$ cat config.mk
export PLATFORM = sky130hd
export DESIGN_NAME = gcr_top
export DESIGN_NICKNAME = d
export VERILOG_FILES = /design/src/core/gcr_pkg.sv /design/src/core/gcr_axis_route.sv /design/src/core/gcr_top.sv
export SDC_FILE = /design/constraint.sdc
export NUM_CORES = 1
export LEC_CHECK = 0
export BUFFER_PORTS_ARGS = -buffer_cell sky130_fd_sc_hd__buf_4
export CELL_PAD_IN_SITES_DETAIL_PLACEMENT = 0
export CELL_PAD_IN_SITES_GLOBAL_PLACEMENT = 1
export CORE_MARGIN = 5
export CORE_UTILIZATION = 31
export CTS_BUF_LIST = sky130_fd_sc_hd__clkbuf_4 sky130_fd_sc_hd__clkbuf_8
export DETAILED_ROUTE_END_ITERATION = 10
export PLACE_DENSITY = 0.92
export SETUP_SLACK_MARGIN = 0.15
export SKIP_LAST_GASP = 1
export SLEW_MARGIN = 5
export SYNTH_ARGS = -nofsm -noshare
export SYNTH_HDL_FRONTEND = slang
export SYNTH_HIERARCHICAL = 1
export SYNTH_SLANG_ARGS = --single-unit
$ cat constraint.sdc
create_clock -name clk_i -period 2.1 [get_ports clk_i]
set_input_delay 0 -clock clk_i [delete_from_list [all_inputs] [get_ports clk_i]]
set_output_delay 0 -clock clk_i [all_outputs]
set_load 0.01 [all_outputs]
$ cat src/core/gcr_pkg.sv
// Package: global configuration register constants and carrier types
package gcr_pkg;

  // ----------------------------------------------------------------
  // Access format
  // ----------------------------------------------------------------
  localparam int ADDR_W = 8;
  localparam int DATA_W = 32;
  localparam int WRITE_FLAG_POS = 7;               // Address plus 0x80 marks a write
  localparam logic [ADDR_W-1:0] WRITE_OFFSET = 8'h80;
  localparam logic [6:0] ADDR_GLOBAL_CONFIGURATION = 7'h00;

  // ----------------------------------------------------------------
  // Register layout
  // ----------------------------------------------------------------
  localparam int CFG_BITS = 12;
  localparam logic [CFG_BITS-1:0] CFG_RESET = 12'h000;
  localparam int POS_PARALLELED_OUTPUTS = 0;
  localparam int POS_EXT_PULSE_CTRL_AXIS1 = 1;
  localparam int POS_EXT_PULSE_CTRL_AXIS2 = 2;
  localparam int POS_COMPARE_IRQ_ON_SHARED = 3;
  localparam int POS_ENCODER1_INDEX_SOURCE = 4;
  localparam int POS_ENCODER2_ON_RIGHT_REFS = 5;
  localparam int POS_ENCODER2_INDEX_SOURCE = 6;
  localparam int POS_TEST_MODE = 7;
  localparam int POS_REVERSE_AXIS1 = 8;
  localparam int POS_REVERSE_AXIS2 = 9;
  localparam int POS_WRITE_LOCK = 10;
  localparam int POS_LOAD_SPEED_COUPLING = 11;

  localparam int NUM_AXES = 2;
  localparam int DRV_CTRL_W = 8;
  localparam int TEST_SEL_W = 3;

  // ----------------------------------------------------------------
  // Carrier types
  // ----------------------------------------------------------------
  typedef struct packed {
    logic load_speed_coupling;
    logic write_lock;
    logic reverse_axis2;
    logic reverse_axis1;
    logic test_mode;
    logic encoder2_index_source;
    logic encoder2_on_right_refs;
    logic encoder1_index_source;
    logic compare_irq_on_shared;
    logic ext_pulse_ctrl_axis2;
    logic ext_pulse_ctrl_axis1;
    logic paralleled_outputs;
  } gcr_cfg_t;

  typedef struct packed {
    logic pulse;
    logic direction;
  } gcr_motion_t;

  typedef struct packed {
    logic a;
    logic b;
    logic n;
  } gcr_encoder_t;

endpackage

$ cat src/core/gcr_axis_route.sv
// Per-axis motion source selection and direction inversion
module gcr_axis_route
  import gcr_pkg::*;
(
  // Clock and reset
  input wire logic clk_i,
  input wire logic rst_n_i,
  // Configuration
  input wire logic ext_ctrl_i,
  input wire logic reverse_i,
  // Motion sources
  input wire gcr_motion_t ramp_i,
  input wire gcr_motion_t ext_i,
  // Routed motion
  output gcr_motion_t motion_o,
  output logic ramp_in_use_o
);

  // ----------------------------------------------------------------
  // Source pick and inversion
  // ----------------------------------------------------------------
  gcr_motion_t motion_next;

  // External pulse/direction replaces the ramp generator when selected
  always_comb begin
    motion_next = ext_ctrl_i ? ext_i : ramp_i;
    motion_next.direction = motion_next.direction ^ reverse_i;
  end

  // Registered so the driver sees glitch-free step edges
  always_ff @(posedge clk_i or negedge rst_n_i) begin
    if (!rst_n_i) begin
      motion_o <= '0;
      ramp_in_use_o <= 1'b0;
    end else begin
      motion_o <= motion_next;
      ramp_in_use_o <= ~ext_ctrl_i;
    end
  end

endmodule

$ cat src/core/gcr_top.sv
// Global configuration register with pin routing and axis control
module gcr_top
  import gcr_pkg::*;
(
  // Clock and reset
  input wire logic clk_i,
  input wire logic rst_n_i,
  // Decoded register access from the serial interface
  input wire logic acc_valid_i,
  input wire logic [ADDR_W-1:0] acc_addr_i,
  input wire logic [DATA_W-1:0] acc_wdata_i,
  output logic acc_ready_o,
  output logic [DATA_W-1:0] rd_data_o,
  output logic rd_valid_o,
  output logic wr_ignored_o,
  output logic [CFG_BITS-1:0] cfg_o,
  // Interface selection
  input wire logic interface_select_i,
  output logic uart_mode_o,
  // Motion sources
  input wire logic [NUM_AXES-1:0] ramp_pulse_i,
  input wire logic [NUM_AXES-1:0] ramp_dir_i,
  input wire logic pulse_in_axis1_i,
  input wire logic direction_in_axis1_i,
  input wire logic pulse_in_axis2_i,
  input wire logic direction_in_axis2_i,
  // Driver side
  input wire logic [DRV_CTRL_W-1:0] drv_ctrl_axis1_i,
  input wire logic [DRV_CTRL_W-1:0] drv_ctrl_axis2_i,
  output logic [NUM_AXES-1:0] drv_pulse_o,
  output logic [NUM_AXES-1:0] drv_dir_o,
  output logic [DRV_CTRL_W-1:0] drv_ctrl_axis1_o,
  output logic [DRV_CTRL_W-1:0] drv_ctrl_axis2_o,
  output logic [NUM_AXES-1:0] ramp_in_use_o,
  // Reference switch and serial pins
  input wire logic left_switch_axis1_i,
  input wire logic left_switch_axis2_i,
  input wire logic right_switch_axis1_i,
  input wire logic right_switch_axis2_i,
  output logic right_switch_axis2_o,
  output logic right_switch_axis2_oe_o,
  input wire logic serial_line_true_i,
  input wire logic serial_line_inverted_i,
  input wire logic gp_pin_0_i,
  input wire logic gp_pin_1_i,
  // Shared encoder 1 A/B pins
  input wire logic shared_pin_a_i,
  input wire logic shared_pin_b_i,
  output logic shared_pin_a_o,
  output logic shared_pin_a_oe_o,
  output logic shared_pin_b_o,
  output logic shared_pin_b_oe_o,
  // Compare pulse, interrupt and test sources
  input wire logic compare_pulse_out_i,
  input wire logic irq_src_i,
  input wire logic [TEST_SEL_W-1:0] node_address_field_i,
  input wire logic test_level_i,
  output logic [TEST_SEL_W-1:0] test_sel_o,
  // Encoder and switch results
  output gcr_encoder_t encoder1_o,
  output gcr_encoder_t encoder2_o,
  output logic encoder1_in_use_o,
  output logic [NUM_AXES-1:0] right_switch_o,
  output logic right_switch_valid_o,
  // Load speed control
  input wire logic [NUM_AXES-1:0] load_speed_mode_i,
  input wire logic [NUM_AXES-1:0] load_slow_i,
  output logic [NUM_AXES-1:0] load_hold_o
);

  // ----------------------------------------------------------------
  // Register access decode
  // ----------------------------------------------------------------
  gcr_cfg_t cfg_reg;
  gcr_cfg_t cfg_next;
  logic is_write;
  logic hits_cfg;
  logic wr_take;
  logic wr_block;

  // Address bit 7 carries the write flag, the low bits the register
  assign is_write = acc_addr_i[WRITE_FLAG_POS];
  assign hits_cfg = (acc_addr_i[WRITE_FLAG_POS-1:0] == ADDR_GLOBAL_CONFIGURATION);
  assign wr_block = cfg_reg.write_lock;
  assign wr_take = acc_valid_i && is_write && hits_cfg && !wr_block;

  // Every access is taken at once; no back-pressure needed for one register
  assign acc_ready_o = 1'b1;

  // Next register value from the write data
  always_comb begin
    cfg_next = cfg_reg;
    if (wr_take) begin
      cfg_next = gcr_cfg_t'(acc_wdata_i[CFG_BITS-1:0]);
    end
  end

  // ----------------------------------------------------------------
  // Configuration register
  // ----------------------------------------------------------------
  // Only reset can release the lock; there is no unlock write
  always_ff @(posedge clk_i or negedge rst_n_i) begin
    if (!rst_n_i) begin
      cfg_reg <= gcr_cfg_t'(CFG_RESET);
    end else begin
      cfg_reg <= cfg_next;
    end
  end

  assign cfg_o = cfg_reg;

  // ----------------------------------------------------------------
  // Read answer
  // ----------------------------------------------------------------
  // Addresses outside this register answer zero; other banks live elsewhere
  always_ff @(posedge clk_i or negedge rst_n_i) begin
    if (!rst_n_i) begin
      rd_data_o <= '0;
      rd_valid_o <= 1'b0;
    end else begin
      rd_valid_o <= acc_valid_i && !is_write;
      if (acc_valid_i && !is_write) begin
        rd_data_o <= hits_cfg ? {{(DATA_W-CFG_BITS){1'b0}}, cfg_reg} : '0;
      end
    end
  end

  // One-cycle flag for a write dropped by the lock
  always_ff @(posedge clk_i or negedge rst_n_i) begin
    if (!rst_n_i) begin
      wr_ignored_o <= 1'b0;
    end else begin
      wr_ignored_o <= acc_valid_i && is_write && hits_cfg && wr_block;
    end
  end

  // ----------------------------------------------------------------
  // Interface mode
  // ----------------------------------------------------------------
  // Select pin is sampled each cycle so the serial block sees a clean level
  always_ff @(posedge clk_i or negedge rst_n_i) begin
    if (!rst_n_i) begin
      uart_mode_o <= 1'b0;
    end else begin
      uart_mode_o <= interface_select_i;
    end
  end

  // ----------------------------------------------------------------
  // Axis motion routing
  // ----------------------------------------------------------------
  gcr_motion_t ramp_src [NUM_AXES];
  gcr_motion_t ext_src [NUM_AXES];
  gcr_motion_t routed [NUM_AXES];
  logic [NUM_AXES-1:0] ext_sel;
  logic [NUM_AXES-1:0] rev_sel;

  assign ext_sel = {cfg_reg.ext_pulse_ctrl_axis2, cfg_reg.ext_pulse_ctrl_axis1};
  assign rev_sel = {cfg_reg.reverse_axis2, cfg_reg.reverse_axis1};
  assign ext_src[0] = '{pulse: pulse_in_axis1_i, direction: direction_in_axis1_i};
  assign ext_src[1] = '{pulse: pulse_in_axis2_i, direction: direction_in_axis2_i};

  // One routing slice per axis
  generate
    for (genvar ax = 0; ax < NUM_AXES; ax++) begin : g_axis
      assign ramp_src[ax] = '{pulse: ramp_pulse_i[ax], direction: ramp_dir_i[ax]};
      gcr_axis_route u_route (
        .clk_i(clk_i),
        .rst_n_i(rst_n_i),
        .ext_ctrl_i(ext_sel[ax]),
        .reverse_i(rev_sel[ax]),
        .ramp_i(ramp_src[ax]),
        .ext_i(ext_src[ax]),
        .motion_o(routed[ax]),
        .ramp_in_use_o(ramp_in_use_o[ax])
      );
    end
  endgenerate

  // ----------------------------------------------------------------
  // Driver outputs and paralleled mode
  // ----------------------------------------------------------------
  // In paralleled mode driver 2 mirrors driver 1 and its own inputs are dropped
  always_ff @(posedge clk_i or negedge rst_n_i) begin
    if (!rst_n_i) begin
      drv_pulse_o <= '0;
      drv_dir_o <= '0;
    end else begin
      drv_pulse_o[0] <= routed[0].pulse;
      drv_dir_o[0] <= routed[0].direction;
      drv_pulse_o[1] <= cfg_reg.paralleled_outputs ? routed[0].pulse : routed[1].pulse;
      drv_dir_o[1] <= cfg_reg.paralleled_outputs ? routed[0].direction : routed[1].direction;
    end
  end

  // Driver control words follow the same mirroring
  always_ff @(posedge clk_i or negedge rst_n_i) begin
    if (!rst_n_i) begin
      drv_ctrl_axis1_o <= '0;
      drv_ctrl_axis2_o <= '0;
    end else begin
      drv_ctrl_axis1_o <= drv_ctrl_axis1_i;
      drv_ctrl_axis2_o <= cfg_reg.paralleled_outputs ? drv_ctrl_axis1_i : drv_ctrl_axis2_i;
    end
  end

  // ----------------------------------------------------------------
  // Shared encoder 1 pins
  // ----------------------------------------------------------------
  // Pins turn to outputs only with the compare option; otherwise they listen
  assign shared_pin_a_o = compare_pulse_out_i;
  assign shared_pin_b_o = irq_src_i;
  assign shared_pin_a_oe_o = cfg_reg.compare_irq_on_shared;
  assign shared_pin_b_oe_o = cfg_reg.compare_irq_on_shared;

  // ----------------------------------------------------------------
  // Encoder index and channel routing
  // ----------------------------------------------------------------
  logic enc1_n_next;
  logic enc2_n_next;

  // Index 1 source depends on the interface when not on the switch
  always_comb begin
    if (cfg_reg.encoder1_index_source) begin
      enc1_n_next = left_switch_axis1_i;
    end else if (interface_select_i) begin
      enc1_n_next = gp_pin_0_i;
    end else begin
      enc1_n_next = serial_line_true_i;
    end
  end

  // Index 2 mirrors index 1 on the other set of pins
  always_comb begin
    if (cfg_reg.encoder2_index_source) begin
      enc2_n_next = left_switch_axis2_i;
    end else if (interface_select_i) begin
      enc2_n_next = gp_pin_1_i;
    end else begin
      enc2_n_next = serial_line_inverted_i;
    end
  end

  // Unused encoders read A and B as zero so counters downstream stay still; the index still passes
  always_ff @(posedge clk_i or negedge rst_n_i) begin
    if (!rst_n_i) begin
      encoder1_o <= '0;
      encoder1_in_use_o <= 1'b0;
    end else begin
      encoder1_in_use_o <= ~cfg_reg.compare_irq_on_shared;
      if (cfg_reg.compare_irq_on_shared) begin
        encoder1_o <= '{a: 1'b0, b: 1'b0, n: enc1_n_next};
      end else begin
        encoder1_o <= '{a: shared_pin_a_i, b: shared_pin_b_i, n: enc1_n_next};
      end
    end
  end

  // Encoder 2 A/B come from the right switches when so configured
  always_ff @(posedge clk_i or negedge rst_n_i) begin
    if (!rst_n_i) begin
      encoder2_o <= '0;
    end else begin
      if (cfg_reg.encoder2_on_right_refs) begin
        encoder2_o <= '{a: right_switch_axis1_i, b: right_switch_axis2_i, n: enc2_n_next};
      end else begin
        encoder2_o <= '{a: 1'b0, b: 1'b0, n: enc2_n_next};
      end
    end
  end

  // ----------------------------------------------------------------
  // Right reference switches and test output
  // ----------------------------------------------------------------
  logic right_sw_free;

  // Switches are usable only when neither encoder 2 nor test mode owns them
  assign right_sw_free = ~cfg_reg.encoder2_on_right_refs & ~cfg_reg.test_mode;

  always_ff @(posedge clk_i or negedge rst_n_i) begin
    if (!rst_n_i) begin
      right_switch_o <= '0;
      right_switch_valid_o <= 1'b0;
    end else begin
      right_switch_valid_o <= right_sw_free;
      right_switch_o <= right_sw_free ? {right_switch_axis2_i, right_switch_axis1_i} : '0;
    end
  end

  // Test drive on right switch 2; the host keeps this off in normal use
  always_ff @(posedge clk_i or negedge rst_n_i) begin
    if (!rst_n_i) begin
      right_switch_axis2_o <= 1'b0;
      right_switch_axis2_oe_o <= 1'b0;
      test_sel_o <= '0;
    end else begin
      right_switch_axis2_oe_o <= cfg_reg.test_mode;
      right_switch_axis2_o <= cfg_reg.test_mode & test_level_i;
      test_sel_o <= cfg_reg.test_mode ? node_address_field_i : '0;
    end
  end

  // ----------------------------------------------------------------
  // Load speed coupling
  // ----------------------------------------------------------------
  logic couple_active;

  // Coupling only applies while both axes run in load speed mode
  assign couple_active = cfg_reg.load_speed_coupling & (&load_speed_mode_i);

  always_ff @(posedge clk_i or negedge rst_n_i) begin
    if (!rst_n_i) begin
      load_hold_o <= '0;
    end else begin
      load_hold_o[0] <= load_slow_i[0] | (couple_active & load_slow_i[1]);
      load_hold_o[1] <= load_slow_i[1] | (couple_active & load_slow_i[0]);
    end
  end

endmodule

# == After elaboration in Yosys (flattened, before gate mapping) ==
# Index checks and enable logic that the tools add are counted.
# word_totals
register_bits,90
latchBits,0
ram_bits,0
rom_bits,0
out_inout_bits,91
elab_cells,76
n_memories,0
# op_classes
n_addsub,0
mul,0
div,0
magnitude_cmp,0
n_eq_ne,0
shifts,0
n_mux,14
bitwise_logic,14
reduce_logical,9
# op_table
cell,n
12-bit two-way mux,1
3-bit two-way mux,3
8-bit two-way mux,1
7-bit logical NOT,1
1-bit two-way mux,6
2-bit two-way mux,3
1-bit AND,5
1-bit logical AND,5
1-bit inverter,5
1-bit logical NOT,2
1-bit OR,2
2-bit AND reduction,1
1-bit XOR,2

# == Logic depth before layout (Yosys ltp) ==
# depth
depth_word,4
ltp_mapped,5

# == Modules after synthesis ==
# The synthesis kept the hierarchy.
# modules_own_cells
mod,instances,cells_each,area_per_inst_um2
gcr_top,1,183,2422.3
gcr_axis_route,2,7,108.9

# == Worst setup path before layout ==
# OpenSTA, ideal clock, no wires.
# synth_timing
path_type,input to register
start,input port acc_addr_i[2]
end,register cfg_reg (netlist bit cfg_o[11])
setup_ps,125
arrival_ps,1323
slack_ps,652
cell_stages,4
cell_sequence,or4_4 nor4_4 buf_6 mux2_2
# synth_via
elab_chain_cells,3
# synth_rtl
item,line_no,rtl
from (decl),gcr_top.sv:10,"input wire logic [ADDR_W-1:0] acc_addr_i,"
7-bit logical NOT,gcr_top.sv:83,assign hits_cfg = (acc_addr_i[WRITE_FLAG_POS-1:0] == ADDR_GLOBAL_CONFIGURATION);
1-bit logical AND (2 in a row),gcr_top.sv:85,assign wr_take = acc_valid_i && is_write && hits_cfg && !wr_block;
to (signal assigned),gcr_top.sv:104,cfg_reg <= gcr_cfg_t'(CFG_RESET);
to (signal assigned),gcr_top.sv:106,cfg_reg <= cfg_next;
to (decl),gcr_top.sv:74,gcr_cfg_t cfg_reg;
# Every way passes these cells.
# A chain may end at the register's enable or synchronous reset.

==> impl_metrics.tcl <==
set metrics [dict create \
    ys_seq_area_share_pct 66.4 \
    grtUsageTotal_pct 13.9 \
    clock_latency_ps 330 \
    clkTransAtPathRegs_ps 80 \
    cts_buffer_depth 2 \
    wire_per_inst_um 14.8 \
    final-setup-viol-count 0 \
    avgSynthCellArea_um2 13.4 \
    drc 0 \
    syn2layout_area_growth_pct 66.5 \
    cp-startpoint "cfg_o[1]" \
    status "finished, final reports clean" \
    holdPathStages 0 \
    p_per_area_nw_per_um2 643 \
    cap_viol_max_count 0 \
    maxSlewViolCount 0 \
    endpoint "g_axis[0].u_route/motion_o[0]" \
    synth_top_cell_area_share_pct 66.4 \
    worstSetupPathType "reg2reg" \
    die_area_um2 10500 \
    numClockSinks 70 \
    yosys.area.top_type "dfrtp_1" \
    antenna_cells 0 \
    grt_pass1_vias 2259 \
    cts_root_buf "clkbuf_8" \
    antenna_found_initial 0 \
    power_leakage_nw 2.18 \
    fmax_mhz 656 \
    crit_path_end_kind "flop" \
    netlist_area_um2 2640 \
    min_from "irq_src_i" \
    ys_ff_latch 70 \
    vias_per_cell 4.23 \
    drt_pass1_iterations 4 \
    grt_pass1_wl_um 10900 \
    crit_fanout 6 \
    syn_inst 197 \
    synth.area.top_cells "dfrtp_1, mux2_2, buf_4" \
    timing.setup.tns_ps 0 \
    detail_route.iter0.violations 58 \
    r2r_cells 3 \
    fp.dieH_um 102 \
    dp_hpwl_um 4870 \
    yosysWarningCount 6 \
    synth_cell_type_count 25 \
    pre_cts_ws_ps 420 \
    finalHoldViolations 0 \
    min_period_over_period_pct 72.6 \
    cp_data_required_time_ps 2350 \
    start_kind "flop" \
    r2r_start "cfg_o[1]" \
    via_count 2103 \
    tightest_slew_ps 861 \
    hold_path_class "in2out" \
    htreeDepth 3 \
    slew_headroom_pct 42.6 \
    initial_utilization_pct 32.0 \
    fin_nets 475 \
    grt_remaining_overflow 0 \
    cts_resized 0 \
    cts_tree "yes" \
    grt_max_degree 71 \
    numPortBuffers 133 \
    finClkSkew_ps 7.49 \
    postCtsSetupRepairBufs 0 \
    worst_ep_arrival_time_ps 1780 \
    r2r_end "g_axis[0].u_route/motion_o[0]" \
    ioPinCount 179 \
    gp_congestion 0.697 \
    rsz0062_at_grt "no" \
    std_cell_rows 33 \
    drive_gt1_share_pct 44.9 \
    die-width_um 102 \
    tritoncts.num_buffers 9 \
    ant_nets 0 \
    setup_slack_ps 575 \
    wl_um 7350 \
    ir_drop_v 0.000249 \
    core-area_um2 8260 \
    min_period_ps 1530 \
    reg2reg_slack_ps 570 \
]
[registers in the layout, indices dropped and copies added (netlist names)]
register / flops
encoder1_o: 3
g_axis.u_route/ramp_in_use_o: 2
g_axis.u_route/motion_o: 4
drv_ctrl_axis1_o: 8
right_switch_axis2_o: 1
right_switch_o: 2
encoder2_o: 3
encoder1_in_use_o: 1
drv_ctrl_axis2_o: 8
load_hold_o: 2
right_switch_axis2_oe_o: 1
rd_valid_o: 1
shared_pin_a_oe_o: 1
cfg_o: 10
drv_pulse_o: 2
drv_dir_o: 2
test_sel_o: 3
rd_data_o: 12
uart_mode_o: 1
right_switch_valid_o: 1
wr_block: 1
wr_ignored_o: 1
[layout make-up]
type | instances | area [um^2]
well taps | 105 | 131
multi-input cells | 109 | 714
inverters | 6 | 22.5
clock buffers | 11 | 145
repair buffers | 191 | 1570
flip-flops and latches | 70 | 1750
clock inverters | 5 | 57.6
fillers | 730 | 3860
[metrics by stage]
stage | area, um^2 | hold WS [ps] | cells | util [%] | power (mW)
global route | 4400 | 0.0151 | 497 | 53.2 | 2.95
detailed placement | 3630 | 0.0749 | 425 | 44.0 | 1.67
CTS | 4400 | 0.0749 | 497 | 53.2 | 2.87
global placement | 3630 | 0.0749 | 425 | 44.0 | 1.66
floorplan | 2710 | -296 | 216 | - | 1.52
finish | 4400 | 0.00389 | 497 | 53.2 | 2.83
[what timing repair did]
item | CTS | global route
endpoints found under the setup margin | 0 | 0
hold buffers | 56 | 0
hold endpoints to repair | 118 | 0
[cell usage after synthesis]
cell and n:
or4_4 1, o21ai_1 3, buf_4 26, nor2b_1 2, nand2_1 25, buf_1 1, and2_1 8, mux2i_1 4
nor3_1 1, mux2_2 23, clkbuf_1 2, inv_1 6, xnor2_1 2, o31ai_1 3, buf_6 1, buf_2 1
conb_1 2, nor4_4 1, a41o_1 2, nor2_1 1, or3_1 1, o21ai_0 9, dfrtp_1 70, or2_1 1
nand2b_1 1
[placed cells by master, fill, tap and decap left out, drive strengths merged]
| master | count |
|---|---|
| or3 | 1 |
| o21ai | 12 |
| a41o | 2 |
| nor2b | 2 |
| nand2b | 1 |
| inv | 7 |
| conb | 21 |
| buf | 135 |
| clkbuf | 11 |
| xnor2 | 2 |
| o31ai | 3 |
| mux2 | 23 |
| nor4 | 1 |
| nor3 | 1 |
| and2 | 8 |
| or4 | 1 |
| nand2 | 25 |
| bufinv | 1 |
| mux2i | 4 |
| or2 | 1 |
| nor2 | 1 |
| dfrtp | 70 |
| clkinv | 3 |
| dlygate4sd3 | 56 |
[critical path, cell delays in order (launching register included)]
cell           delay [ps]
dfrtp_1               470
mux2i_1               260
dlygate4sd3_1         600
xnor2_1               120
[how the worst min path moves through the flow]
stage / to / slack (ps)
6_report: shared_pin_b_o / 0.004
5_1_grt: shared_pin_b_o / 0.02
4_1_cts: shared_pin_a_o / 0.07
3_5_place_dp: shared_pin_a_o / 0.07
3_3_place_gp: shared_pin_a_o / 0.07
2_1_floorplan: cfg_o[0] / -300
[metal layers]
| layer | global-route usage, % | up-vias | wire length, um |
|---|---|---|---|
| met1 | 15.1 | 1019 | 2700 |
| li1 | - | 981 | - |
| met5 | 0 | - | 0 |
| met4 | 5.75 | 0 | 115 |
| met3 | 4.16 | 10 | 654 |
| met2 | 25.2 | 93 | 3880 |
[report_power, final]
group	switching [mW]	leakage [nW]	internal [mW]	total [mW]
clock network	0.506	0.107	0.597	1.10
registers	0.0104	0.874	1.38	1.39
logic	0.131	1.20	0.202	0.332
[kinds of logic after synthesis]
kind of cell / synth area share (%)
DFF: 66.4
muxes: 11.3
other: 0.284
buffers and inverters: 9.29
xor gates and xnor gates: 0.664
AOI/OAI and AO/OA: 3.89
and+or+nand+nor: 8.20
No activity file was read; power rests on OpenSTA's default activity.
